File: config.mk
export PLATFORM = sky130hd
export DESIGN_NAME = fcl_loader
export DESIGN_NICKNAME = d
export VERILOG_FILES = /design/src/hw/fcl_pkg.sv /design/src/hw/fcl_loader.sv /design/src/hw/fcl_serializer.sv
export VERILOG_INCLUDE_DIRS = /design/src /design/src/hw
export SDC_FILE = /design/constraint.sdc
export NUM_CORES = 1
export LEC_CHECK = 0
export ABC_AREA = 1
export BUFFER_PORTS_ARGS = -buffer_cell sky130_fd_sc_hd__clkbuf_2
export CAP_MARGIN = 10
export CELL_PAD_IN_SITES_DETAIL_PLACEMENT = 1
export CELL_PAD_IN_SITES_GLOBAL_PLACEMENT = 1
export CORE_ASPECT_RATIO = 1.25
export CORE_MARGIN = 2
export CORE_UTILIZATION = 41
export DETAILED_ROUTE_END_ITERATION = 8
export PLACE_DENSITY = 0.83
export SYNTH_ARGS = -nofsm -noshare
export SYNTH_HDL_FRONTEND = slang
export SYNTH_SLANG_ARGS = --single-unit
File: constraint.sdc
create_clock -name aclk -period 3.5 [get_ports aclk]
set_input_delay 0.7 -clock aclk [delete_from_list [all_inputs] [get_ports aclk]]
set_output_delay 0.7 -clock aclk [all_outputs]
set_load 0.01 [all_outputs]
File: src/hw/fcl_cfg.svh
// Flash configuration loader constants: flash map, register map and timing
`ifndef FCL_CFG_SVH
`define FCL_CFG_SVH

// ---------------------------------------------------------------
// Flash map (byte addresses)
// ---------------------------------------------------------------
`define FCL_FLASH_AW 26
`define FCL_OPT_BASE 26'h0018000
`define FCL_OPT_END 26'h001FFFF
`define FCL_FACTORY_BASE 26'h0020000
`define FCL_FACTORY_END 26'h063FFFF
`define FCL_USER1_BASE 26'h0640000
`define FCL_USER1_END 26'h0C5FFFF
`define FCL_USER2_BASE 26'h0C60000
`define FCL_USER2_END 26'h127FFFF
`define FCL_WORD_BYTES 26'h0000002

// ---------------------------------------------------------------
// Register map and fields
// ---------------------------------------------------------------
`define FCL_REG_CTRL 8'h00
`define FCL_REG_STATUS 8'h04
`define FCL_REG_OPTION 8'h08
`define FCL_CTRL_START 0
`define FCL_CTRL_TCK 1
`define FCL_CTRL_TMS 2
`define FCL_CTRL_TDI 3
`define FCL_RESP_OKAY 2'h0
`define FCL_RESP_SLVERR 2'h2

// ---------------------------------------------------------------
// Timing
// ---------------------------------------------------------------
`define FCL_CLK_NS 100
`define FCL_NCFG_LOW_NS 2000
`define FCL_NCFG_LOW_CYC ((`FCL_NCFG_LOW_NS + `FCL_CLK_NS - 1) / `FCL_CLK_NS)
`define FCL_STATUS_WAIT_NS 100000
`define FCL_STATUS_WAIT_CYC (`FCL_STATUS_WAIT_NS / `FCL_CLK_NS)
`define FCL_DONE_WAIT_NS 10000
`define FCL_DONE_WAIT_CYC (`FCL_DONE_WAIT_NS / `FCL_CLK_NS)

`endif

File: src/hw/fcl_pkg.sv
// Flash configuration loader types and page decoding
`include "fcl_cfg.svh"

package fcl_pkg;

	typedef enum logic [2:0] {ST_IDLE, ST_OPT, ST_PULSE, ST_STATUS, ST_FETCH, ST_SEND, ST_FINISH} fcl_state_t;

	typedef enum logic [1:0] {PG_FACTORY, PG_USER1, PG_USER2} fcl_page_t;

	// First byte address of a hardware page
	function automatic logic [`FCL_FLASH_AW-1:0] fcl_page_base(input fcl_page_t pg);
		unique case (pg)
			PG_FACTORY: fcl_page_base = `FCL_FACTORY_BASE;
			PG_USER1: fcl_page_base = `FCL_USER1_BASE;
			default: fcl_page_base = `FCL_USER2_BASE;
		endcase
	endfunction : fcl_page_base

	// Last byte address of a hardware page
	function automatic logic [`FCL_FLASH_AW-1:0] fcl_page_end(input fcl_page_t pg);
		unique case (pg)
			PG_FACTORY: fcl_page_end = `FCL_FACTORY_END;
			PG_USER1: fcl_page_end = `FCL_USER1_END;
			default: fcl_page_end = `FCL_USER2_END;
		endcase
	endfunction : fcl_page_end

	// Active-low one-hot LED pattern of a page
	function automatic logic [2:0] fcl_page_leds_n(input fcl_page_t pg);
		unique case (pg)
			PG_FACTORY: fcl_page_leds_n = 3'h6;
			PG_USER1: fcl_page_leds_n = 3'h5;
			default: fcl_page_leds_n = 3'h3;
		endcase
	endfunction : fcl_page_leds_n

endpackage : fcl_pkg

File: src/hw/fcl_loader.sv
// Flash to serial configuration loader with page select, status LEDs and AXI4-Lite registers
`timescale 1ns/1ps
`default_nettype none
`include "fcl_cfg.svh"

module fcl_loader
	import fcl_pkg::*;
#(
	parameter int ADDR_W = 8,
	parameter int WORD_W = 16
) (
	input wire logic aclk,
	input wire logic aresetn,
	// AXI4-Lite slave
	input wire logic [ADDR_W-1:0] s_axi_awaddr,
	input wire logic s_axi_awvalid,
	output logic s_axi_awready,
	input wire logic [31:0] s_axi_wdata,
	input wire logic [3:0] s_axi_wstrb,
	input wire logic s_axi_wvalid,
	output logic s_axi_wready,
	output logic [1:0] s_axi_bresp,
	output logic s_axi_bvalid,
	input wire logic s_axi_bready,
	input wire logic [ADDR_W-1:0] s_axi_araddr,
	input wire logic s_axi_arvalid,
	output logic s_axi_arready,
	output logic [31:0] s_axi_rdata,
	output logic [1:0] s_axi_rresp,
	output logic s_axi_rvalid,
	input wire logic s_axi_rready,
	// Switches, jumpers and buttons (the _n inputs active low)
	input wire logic power_up_page_select,
	input wire logic reconfigure_button_n,
	input wire logic page_cycle_button_n,
	input wire logic jtag_takeover_jumper_n,
	input wire logic controller_chain_include_n,
	input wire logic jtag_lock_switch,
	input wire logic clock_select_switch,
	input wire logic tamper_demo_switch,
	// Flash read port
	output logic [`FCL_FLASH_AW-1:0] flash_addr,
	output logic flash_read,
	input wire logic [WORD_W-1:0] flash_rdata,
	input wire logic flash_rvalid,
	// Target passive serial configuration
	output logic target_nconfig_n,
	output logic target_dclk,
	output logic target_data0,
	input wire logic target_nstatus_n,
	input wire logic target_conf_done,
	// Target JTAG takeover
	output logic target_jtag_tck,
	output logic target_jtag_tms,
	output logic target_jtag_tdi,
	output logic target_jtag_oe,
	// Indicators and board controls
	output logic page_select_led_factory_n,
	output logic page_select_led_user1_n,
	output logic page_select_led_user2_n,
	output logic loading_led,
	output logic error_led,
	output logic config_done_indicator,
	output logic factory_led,
	output logic takeover_led,
	output logic controller_chain_bypass,
	output logic target_jtag_lock,
	output logic clock_from_oscillator,
	output logic tamper_demo_enable
);

	// ---------------------------------------------------------------
	// Declarations
	// ---------------------------------------------------------------
	fcl_state_t state_reg;
	fcl_page_t sel_page_reg;
	fcl_page_t load_page_reg;
	logic pu_pending_reg;
	logic reconf_prev_reg;
	logic cycle_prev_reg;
	logic soft_start_reg;
	logic [11:0] cnt_reg;
	logic [WORD_W-1:0] word_reg;
	logic word_load_reg;
	logic [WORD_W-1:0] option_reg;
	logic [ADDR_W-1:0] aw_addr_reg;
	logic [31:0] w_data_reg;
	logic [3:0] w_strb_reg;
	logic [2:0] jtag_gpio_reg;
	logic ser_busy;
	logic ser_done;
	logic reconf_release;
	logic cycle_release;
	logic start_go;
	logic do_write;
	fcl_page_t start_page;
	logic [2:0] leds_n;

	assign reconf_release = reconfigure_button_n && !reconf_prev_reg;
	assign cycle_release = page_cycle_button_n && !cycle_prev_reg;
	// A start is honoured only between attempts
	assign start_go = (state_reg == ST_IDLE) && (pu_pending_reg || reconf_release || soft_start_reg);
	// Power-up uses the switch, later starts use the selection shown on the LEDs
	assign start_page = pu_pending_reg ? (power_up_page_select ? PG_USER1 : PG_FACTORY) : sel_page_reg;
	assign do_write = !s_axi_awready && !s_axi_wready && !s_axi_bvalid;
	assign leds_n = fcl_page_leds_n(sel_page_reg);

	// ---------------------------------------------------------------
	// Buttons and page selection
	// ---------------------------------------------------------------

	// Button history for release detection
	always_ff @(posedge aclk) begin
		if (!aresetn) begin
			reconf_prev_reg <= 1'b1;
			cycle_prev_reg <= 1'b1;
		end else begin
			reconf_prev_reg <= reconfigure_button_n;
			cycle_prev_reg <= page_cycle_button_n;
		end
	end

	// Selection follows power-up page, then advances on page-cycle release
	always_ff @(posedge aclk) begin
		if (!aresetn) begin
			sel_page_reg <= PG_FACTORY;
		end else if (pu_pending_reg) begin
			sel_page_reg <= start_page;
		end else if (cycle_release) begin
			unique case (sel_page_reg)
				PG_FACTORY: sel_page_reg <= PG_USER1;
				PG_USER1: sel_page_reg <= PG_USER2;
				default: sel_page_reg <= PG_FACTORY;
			endcase
		end
	end

	// Page LEDs show the current selection, lit low
	always_ff @(posedge aclk) begin
		if (!aresetn) begin
			page_select_led_factory_n <= 1'b1;
			page_select_led_user1_n <= 1'b1;
			page_select_led_user2_n <= 1'b1;
		end else begin
			page_select_led_factory_n <= leds_n[0];
			page_select_led_user1_n <= leds_n[1];
			page_select_led_user2_n <= leds_n[2];
		end
	end

	// ---------------------------------------------------------------
	// Load sequencer
	// ---------------------------------------------------------------

	// Option read, nCONFIG pulse, status wait, word fetch and shift, completion
	always_ff @(posedge aclk) begin
		if (!aresetn) begin
			state_reg <= ST_IDLE;
			pu_pending_reg <= 1'b1;
			load_page_reg <= PG_FACTORY;
			flash_addr <= '0;
			flash_read <= 1'b0;
			target_nconfig_n <= 1'b1;
			cnt_reg <= '0;
			word_reg <= '0;
			word_load_reg <= 1'b0;
			option_reg <= '0;
			loading_led <= 1'b0;
			error_led <= 1'b0;
			config_done_indicator <= 1'b0;
			factory_led <= 1'b0;
		end else begin
			word_load_reg <= 1'b0;
			unique case (state_reg)
				ST_IDLE: begin
					if (start_go) begin
						pu_pending_reg <= 1'b0;
						load_page_reg <= start_page;
						flash_addr <= `FCL_OPT_BASE;
						flash_read <= 1'b1;
						loading_led <= 1'b1;
						error_led <= 1'b0;
						config_done_indicator <= 1'b0;
						factory_led <= 1'b0;
						state_reg <= ST_OPT;
					end
				end
				ST_OPT: begin
					if (flash_rvalid) begin
						option_reg <= flash_rdata;
						flash_read <= 1'b0;
						target_nconfig_n <= 1'b0;
						cnt_reg <= '0;
						state_reg <= ST_PULSE;
					end
				end
				ST_PULSE: begin
					if (cnt_reg == 12'(`FCL_NCFG_LOW_CYC - 1)) begin
						target_nconfig_n <= 1'b1;
						cnt_reg <= '0;
						state_reg <= ST_STATUS;
					end else begin
						cnt_reg <= cnt_reg + 12'h001;
					end
				end
				ST_STATUS: begin
					if (target_nstatus_n) begin
						flash_addr <= fcl_page_base(load_page_reg);
						flash_read <= 1'b1;
						state_reg <= ST_FETCH;
					end else if (cnt_reg == 12'(`FCL_STATUS_WAIT_CYC - 1)) begin
						error_led <= 1'b1;
						loading_led <= 1'b0;
						state_reg <= ST_IDLE;
					end else begin
						cnt_reg <= cnt_reg + 12'h001;
					end
				end
				ST_FETCH: begin
					if (flash_rvalid) begin
						word_reg <= flash_rdata;
						word_load_reg <= 1'b1;
						flash_read <= 1'b0;
						state_reg <= ST_SEND;
					end
				end
				ST_SEND: begin
					if (!target_nstatus_n) begin
						error_led <= 1'b1;
						loading_led <= 1'b0;
						state_reg <= ST_IDLE;
					end else if (ser_done) begin
						if (target_conf_done) begin
							config_done_indicator <= 1'b1;
							factory_led <= (load_page_reg == PG_FACTORY);
							loading_led <= 1'b0;
							state_reg <= ST_IDLE;
						end else if (flash_addr == fcl_page_end(load_page_reg) - (`FCL_WORD_BYTES - 26'h0000001)) begin
							cnt_reg <= '0;
							state_reg <= ST_FINISH;
						end else begin
							flash_addr <= flash_addr + `FCL_WORD_BYTES;
							flash_read <= 1'b1;
							state_reg <= ST_FETCH;
						end
					end
				end
				ST_FINISH: begin
					if (target_conf_done) begin
						config_done_indicator <= 1'b1;
						factory_led <= (load_page_reg == PG_FACTORY);
						loading_led <= 1'b0;
						state_reg <= ST_IDLE;
					end else if (!target_nstatus_n || cnt_reg == 12'(`FCL_DONE_WAIT_CYC - 1)) begin
						error_led <= 1'b1;
						loading_led <= 1'b0;
						state_reg <= ST_IDLE;
					end else begin
						cnt_reg <= cnt_reg + 12'h001;
					end
				end
				default: state_reg <= ST_IDLE;
			endcase
		end
	end

	// Serial shifter for the fetched word
	fcl_serializer #(
		.WORD_W(WORD_W)
	) u_ser (
		.aclk(aclk),
		.aresetn(aresetn),
		.word_data(word_reg),
		.word_load(word_load_reg),
		.busy(ser_busy),
		.done(ser_done),
		.dclk(target_dclk),
		.data(target_data0)
	);

	// ---------------------------------------------------------------
	// JTAG takeover and board switches
	// ---------------------------------------------------------------

	// Takeover hands controller pins to target JTAG; controller_chain_bypass still follows its own switch
	always_ff @(posedge aclk) begin
		if (!aresetn) begin
			target_jtag_oe <= 1'b0;
			takeover_led <= 1'b0;
			target_jtag_tck <= 1'b0;
			target_jtag_tms <= 1'b0;
			target_jtag_tdi <= 1'b0;
		end else begin
			target_jtag_oe <= !jtag_takeover_jumper_n;
			takeover_led <= !jtag_takeover_jumper_n;
			target_jtag_tck <= jtag_gpio_reg[0];
			target_jtag_tms <= jtag_gpio_reg[1];
			target_jtag_tdi <= jtag_gpio_reg[2];
		end
	end

	// Switch-driven board controls, OFF reads as 1
	always_ff @(posedge aclk) begin
		if (!aresetn) begin
			controller_chain_bypass <= 1'b0;
			target_jtag_lock <= 1'b0;
			clock_from_oscillator <= 1'b0;
			tamper_demo_enable <= 1'b0;
		end else begin
			controller_chain_bypass <= controller_chain_include_n;
			target_jtag_lock <= jtag_lock_switch;
			clock_from_oscillator <= !clock_select_switch;
			tamper_demo_enable <= tamper_demo_switch;
		end
	end

	// ---------------------------------------------------------------
	// AXI4-Lite register slave
	// ---------------------------------------------------------------

	// Write address and data accepted in either order, response after both
	always_ff @(posedge aclk) begin
		if (!aresetn) begin
			s_axi_awready <= 1'b1;
			s_axi_wready <= 1'b1;
			s_axi_bvalid <= 1'b0;
			s_axi_bresp <= `FCL_RESP_OKAY;
			aw_addr_reg <= '0;
			w_data_reg <= '0;
			w_strb_reg <= '0;
			jtag_gpio_reg <= 3'h0;
			soft_start_reg <= 1'b0;
		end else begin
			soft_start_reg <= 1'b0;
			if (s_axi_awready && s_axi_awvalid) begin
				aw_addr_reg <= s_axi_awaddr;
				s_axi_awready <= 1'b0;
			end
			if (s_axi_wready && s_axi_wvalid) begin
				w_data_reg <= s_axi_wdata;
				w_strb_reg <= s_axi_wstrb;
				s_axi_wready <= 1'b0;
			end
			if (do_write) begin
				s_axi_bvalid <= 1'b1;
				s_axi_bresp <= `FCL_RESP_OKAY;
				if (aw_addr_reg == ADDR_W'(`FCL_REG_CTRL)) begin
					if (w_strb_reg[0]) begin
						soft_start_reg <= w_data_reg[`FCL_CTRL_START];
						jtag_gpio_reg <= w_data_reg[`FCL_CTRL_TDI:`FCL_CTRL_TCK];
					end
				end else if (aw_addr_reg != ADDR_W'(`FCL_REG_STATUS) && aw_addr_reg != ADDR_W'(`FCL_REG_OPTION)) begin
					s_axi_bresp <= `FCL_RESP_SLVERR;
				end
			end
			if (s_axi_bvalid && s_axi_bready) begin
				s_axi_bvalid <= 1'b0;
				s_axi_awready <= 1'b1;
				s_axi_wready <= 1'b1;
			end
		end
	end

	// Read returns control, live status or the option word
	always_ff @(posedge aclk) begin
		if (!aresetn) begin
			s_axi_arready <= 1'b1;
			s_axi_rvalid <= 1'b0;
			s_axi_rdata <= 32'h00000000;
			s_axi_rresp <= `FCL_RESP_OKAY;
		end else if (s_axi_arready && s_axi_arvalid) begin
			s_axi_arready <= 1'b0;
			s_axi_rvalid <= 1'b1;
			s_axi_rresp <= `FCL_RESP_OKAY;
			if (s_axi_araddr == ADDR_W'(`FCL_REG_CTRL)) begin
				s_axi_rdata <= {28'h0000000, jtag_gpio_reg, 1'b0};
			end else if (s_axi_araddr == ADDR_W'(`FCL_REG_STATUS)) begin
				s_axi_rdata <= {23'h000000, takeover_led, load_page_reg, sel_page_reg,
					factory_led, config_done_indicator, error_led, loading_led};
			end else if (s_axi_araddr == ADDR_W'(`FCL_REG_OPTION)) begin
				s_axi_rdata <= {16'h0000, option_reg};
			end else begin
				s_axi_rdata <= 32'h00000000;
				s_axi_rresp <= `FCL_RESP_SLVERR;
			end
		end else if (s_axi_rvalid && s_axi_rready) begin
			s_axi_rvalid <= 1'b0;
			s_axi_arready <= 1'b1;
		end
	end
endmodule : fcl_loader

`default_nettype wire

File: src/hw/fcl_serializer.sv
// Word to passive-serial bit stream shifter
`timescale 1ns/1ps
`default_nettype none

module fcl_serializer #(
	parameter int WORD_W = 16
) (
	input wire logic aclk,
	input wire logic aresetn,
	input wire logic [WORD_W-1:0] word_data,
	input wire logic word_load,
	output logic busy,
	output logic done,
	output logic dclk,
	output logic data
);

	localparam int CW = $clog2(WORD_W);

	logic [WORD_W-1:0] shift_reg;
	logic [CW-1:0] bit_cnt_reg;
	logic phase_reg;

	// Data is set with clock low, target samples on the rising dclk edge, LSB first
	always_ff @(posedge aclk) begin
		if (!aresetn) begin
			shift_reg <= '0;
			bit_cnt_reg <= '0;
			phase_reg <= 1'b0;
			busy <= 1'b0;
			done <= 1'b0;
			dclk <= 1'b0;
			data <= 1'b0;
		end else begin
			done <= 1'b0;
			if (!busy) begin
				if (word_load) begin
					shift_reg <= word_data;
					data <= word_data[0];
					bit_cnt_reg <= '0;
					phase_reg <= 1'b0;
					busy <= 1'b1;
				end
			end else if (!phase_reg) begin
				dclk <= 1'b1;
				phase_reg <= 1'b1;
			end else begin
				dclk <= 1'b0;
				phase_reg <= 1'b0;
				if (bit_cnt_reg == CW'(WORD_W - 1)) begin
					busy <= 1'b0;
					done <= 1'b1;
				end else begin
					shift_reg <= shift_reg >> 1;
					data <= shift_reg[1];
					bit_cnt_reg <= bit_cnt_reg + 1'b1;
				end
			end
		end
	end

endmodule : fcl_serializer

`default_nettype wire

==> key figures <==
Outcome
  – Status: finished, final reports clean

Finish
  – Synth-to-layout area growth: 16.54%
  – Top reg by flops: flash_addr
  – Layout cell share with drive strength beyond 1: 15.23%
  – Nets: 1343
  – Post-route core utilization: 48.48%
  – Antenna diodes: 0
  – Max FFs per register: 25

Power
  – Psw: 2.189 mW
  – Int Pwr: 3.625 mW
  – Clock Power Share: 33.1%
  – Combinational power share: 28.1%
  – Sequential Power Share: 38.8%
  – Pwr dens: 643.5 nW/um2
  – Switching Share: 37.65%
  – Static Leak: 3.866 nW
  – Max IR drop VDD: 0.4100 mV

STA
  – Endpoints failing hold: 0
  – Final worst path period share: 62.00%
  – Max Clk Rate: 460.9 MHz
  – Final setup margin: 1330 ps
  – RSZ-0062 raised after global routing: no
  – Final setup skew: 12.89 ps
  – Final setup viols: 0
  – Clock period minus worst slack: 2170 ps
  – Worst Max-Slew Pin Slew: 718.0 ps
  – Slew Viols, Final: 0
  – Post-route setup TNS: 0 ps
  – Rel. slew slack: 51.69%

Clock tree
  – Clock transition at path regs: 70 ps
  – CTS sink cnt: 161
  – H-tree Lvls: 4
  – Root Buffer: clkbuf_16
  – Clk_lat worst skew: 430 ps
  – Post-CTS setup buffer count: 0
  – Cts repair resizes: 0
  – CTS tree: built
  – CTS max path bufs: 2
  – CTS Buf Count: 17
  – Cts hold-fix bufs: 0

Place
  – Pre-CTS setup slack: 1082 ps
  – GPL Wtd Cong: 0.8798
  – DP HPWL: 16710 um
  – IO buf count: 122

Routing
  – Post-route ant nets: 0
  – DRC: 0
  – WL/cell: 15.53 um
  – Vias: 7733
  – Vias per inst: 5.159
  – Routed WL: 23290 um
  – First-pass detailed-route iteration total: 6
  – Starting DRT DRC Count: 364

Synthesis
  – Yosys cell types: 41
  – Adder-Cell Fraction of Synth Area: 0.4842%
  – Post-synthesis mux area share: 0%
  – Most frequent cells after synthesis: 298 x nand2_1, 161 x dfxtp_1, 158 x nor2_1
  – Simple-gate share of the synthesized area: 31.88%
  – Yosys Warn Count: 0
  – Main combinational cell family by area after synthesis: simple AND/OR/NAND/NOR gates
  – Most area-consuming cells after synthesis: dfxtp_1 42%, nand2_1 14%, nor2_1 7.7%, a21oi_1 6.5%, nand3_1 6.2%
  – #FFs+latches synth: 161
  – Async S/R FF share, synth: 0%
  – Mapped Area: 7752 um2
  – Yosys top cell area share: 41.58%
  – Top FF cell, synth: dfxtp_1
  – Number of synthesized flops with an enable pin: 0
  – Cell with the most instances after synthesis: nand2_1
  – Seq/Total Area, Yosys: 41.58%
  – Syn Area/Cell: 6.747 um2
  – Gate Count Post-Synth: 1149
  – Compound-gate portion of the synthesized area: 14.12%
  – Xor and xnor area share after synthesis: 1.921%
  – Cell taking the most area after synthesis: dfxtp_1

Die
  – Row count: 56
  – Core area: 18640 um2
  – Starting Density: 41.60%
  – Die Y: 157.7 um
  – Die area: 20030 um2
  – Num ports: 173
  – Die width: 127.0 um

GRT
  – Vias in the first global route: 7833
  – Global-route wire length before repair: 37700 um
  – Gr usage total: 23.13%
  – Grt ovf: 0
  – Initial antenna violation count: 0
  – Largest net degree at the start of global routing: 47

Setup path
  – Worst Setup End Kind: flip-flop
  – Arrival @ worst endpoint: 2500 ps
  – Critical path class: reg2reg
  – Worst setup SP type: flip-flop
  – Critical Path Fanout Max: 8
  – Worst Path Required: 3830 ps

Worst hold path
  – HP Class: in2reg

Flow run
  – Max-cap violation count: 0
## path summary, 6_finish.rpt
check	from	endpoint	slack [ps]	cells after the start
setup / recovery	flash_addr[1]$_SDFFE_PN0P_	flash_addr[21]$_SDFFE_PN0P_	1330	12
hold / removal	jtag_takeover_jumper_n	takeover_led$_SDFF_PN0_	420	2
setup reg to reg	flash_addr[1]$_SDFFE_PN0P_	flash_addr[21]$_SDFFE_PN0P_	1330	12
hold reg to reg	w_data_reg[0]$_SDFFE_PN0P_	soft_start_reg$_SDFF_PN0_	450	2
## cells in the final DEF, fill, tap and decap left out, drive strengths merged
| master | count |
|---|---|
| xnor2 | 5 |
| a21boi | 3 |
| nand3b | 1 |
| a31oi | 22 |
| ha | 3 |
| conb | 19 |
| o221ai | 2 |
| inv | 107 |
| a311oi | 1 |
| o21a | 1 |
| o31ai | 2 |
| a21oi | 100 |
| buf | 15 |
| nor2 | 163 |
| nor4 | 2 |
| o21bai | 1 |
| clkbuf | 141 |
| clkinv | 4 |
| dfxtp | 161 |
| or2 | 6 |
| nor3 | 10 |
| a211oi | 1 |
| o21ai | 74 |
| bufinv | 2 |
| nand3 | 98 |
| nand2 | 302 |
| nand4 | 9 |
| xor2 | 12 |
## layout make-up
| cell class | count | area [um2] |
|---|---|---|
| flip-flops and latches | 161 | 3223 |
| well taps | 232 | 290.3 |
| clock inverters | 13 | 166.4 |
| clock buffers | 19 | 432.9 |
| multi-input cells | 837 | 3824 |
| inverters | 100 | 375.4 |
| repair buffers | 137 | 723.2 |
| fillers | 2525 | 9603 |
## per-layer routing
metal	up-vias	track usage (%)	wire [um]
met3	40	4.258	783
li1	3881	-	-
met2	146	42.96	11900
met5	-	0	0
met1	3666	26.69	10090
met4	0	7.692	514
## power by group through the flow
stage | registers [mW] | clock network, mW | logic (mW)
3_5_place_dp | 2.30 | 0 | 1.64
3_3_place_gp | 2.29 | 0 | 1.58
6_report | 2.26 | 1.92 | 1.63
2_1_floorplan | 2.26 | 0 | 1.25
4_1_cts | 2.26 | 1.96 | 1.66
5_1_grt | 2.28 | 2.02 | 1.86
## per-stage QoR
stage          power, mW  instances  cell area (um2)  hold slack, ps
2_1_floorplan      3.510       1167             7820           392.5
5_1_grt            6.169       1499             9035           423.5
6_report           5.814       1499             9035           424.7
4_1_cts            5.876       1499             9035           409.4
3_3_place_gp       3.867       1467             8436           437.3
3_5_place_dp       3.935       1467             8436           433.9
## cell families after synthesis
kind of cell	after synthesis
adders and majority gates	3
other	1
AOI/OAI and AO/OA	207
xor gates and xnor gates	17
DFF	161
and+or+nand+nor	591
buffers and inverters	169
## critical path, cell delays in order, from the launching register on
cell	delay, ps
dfxtp_1	550
ha_1	350
nand3_1	150
inv_1	130
nand2_1	120
inv_1	180
nand3_1	130
nor2_1	120
nand2_1	60
nand3_1	90
nand2_1	60
nor2_1	80
nor2_1	50
Power figures use the tool's default switching activity.
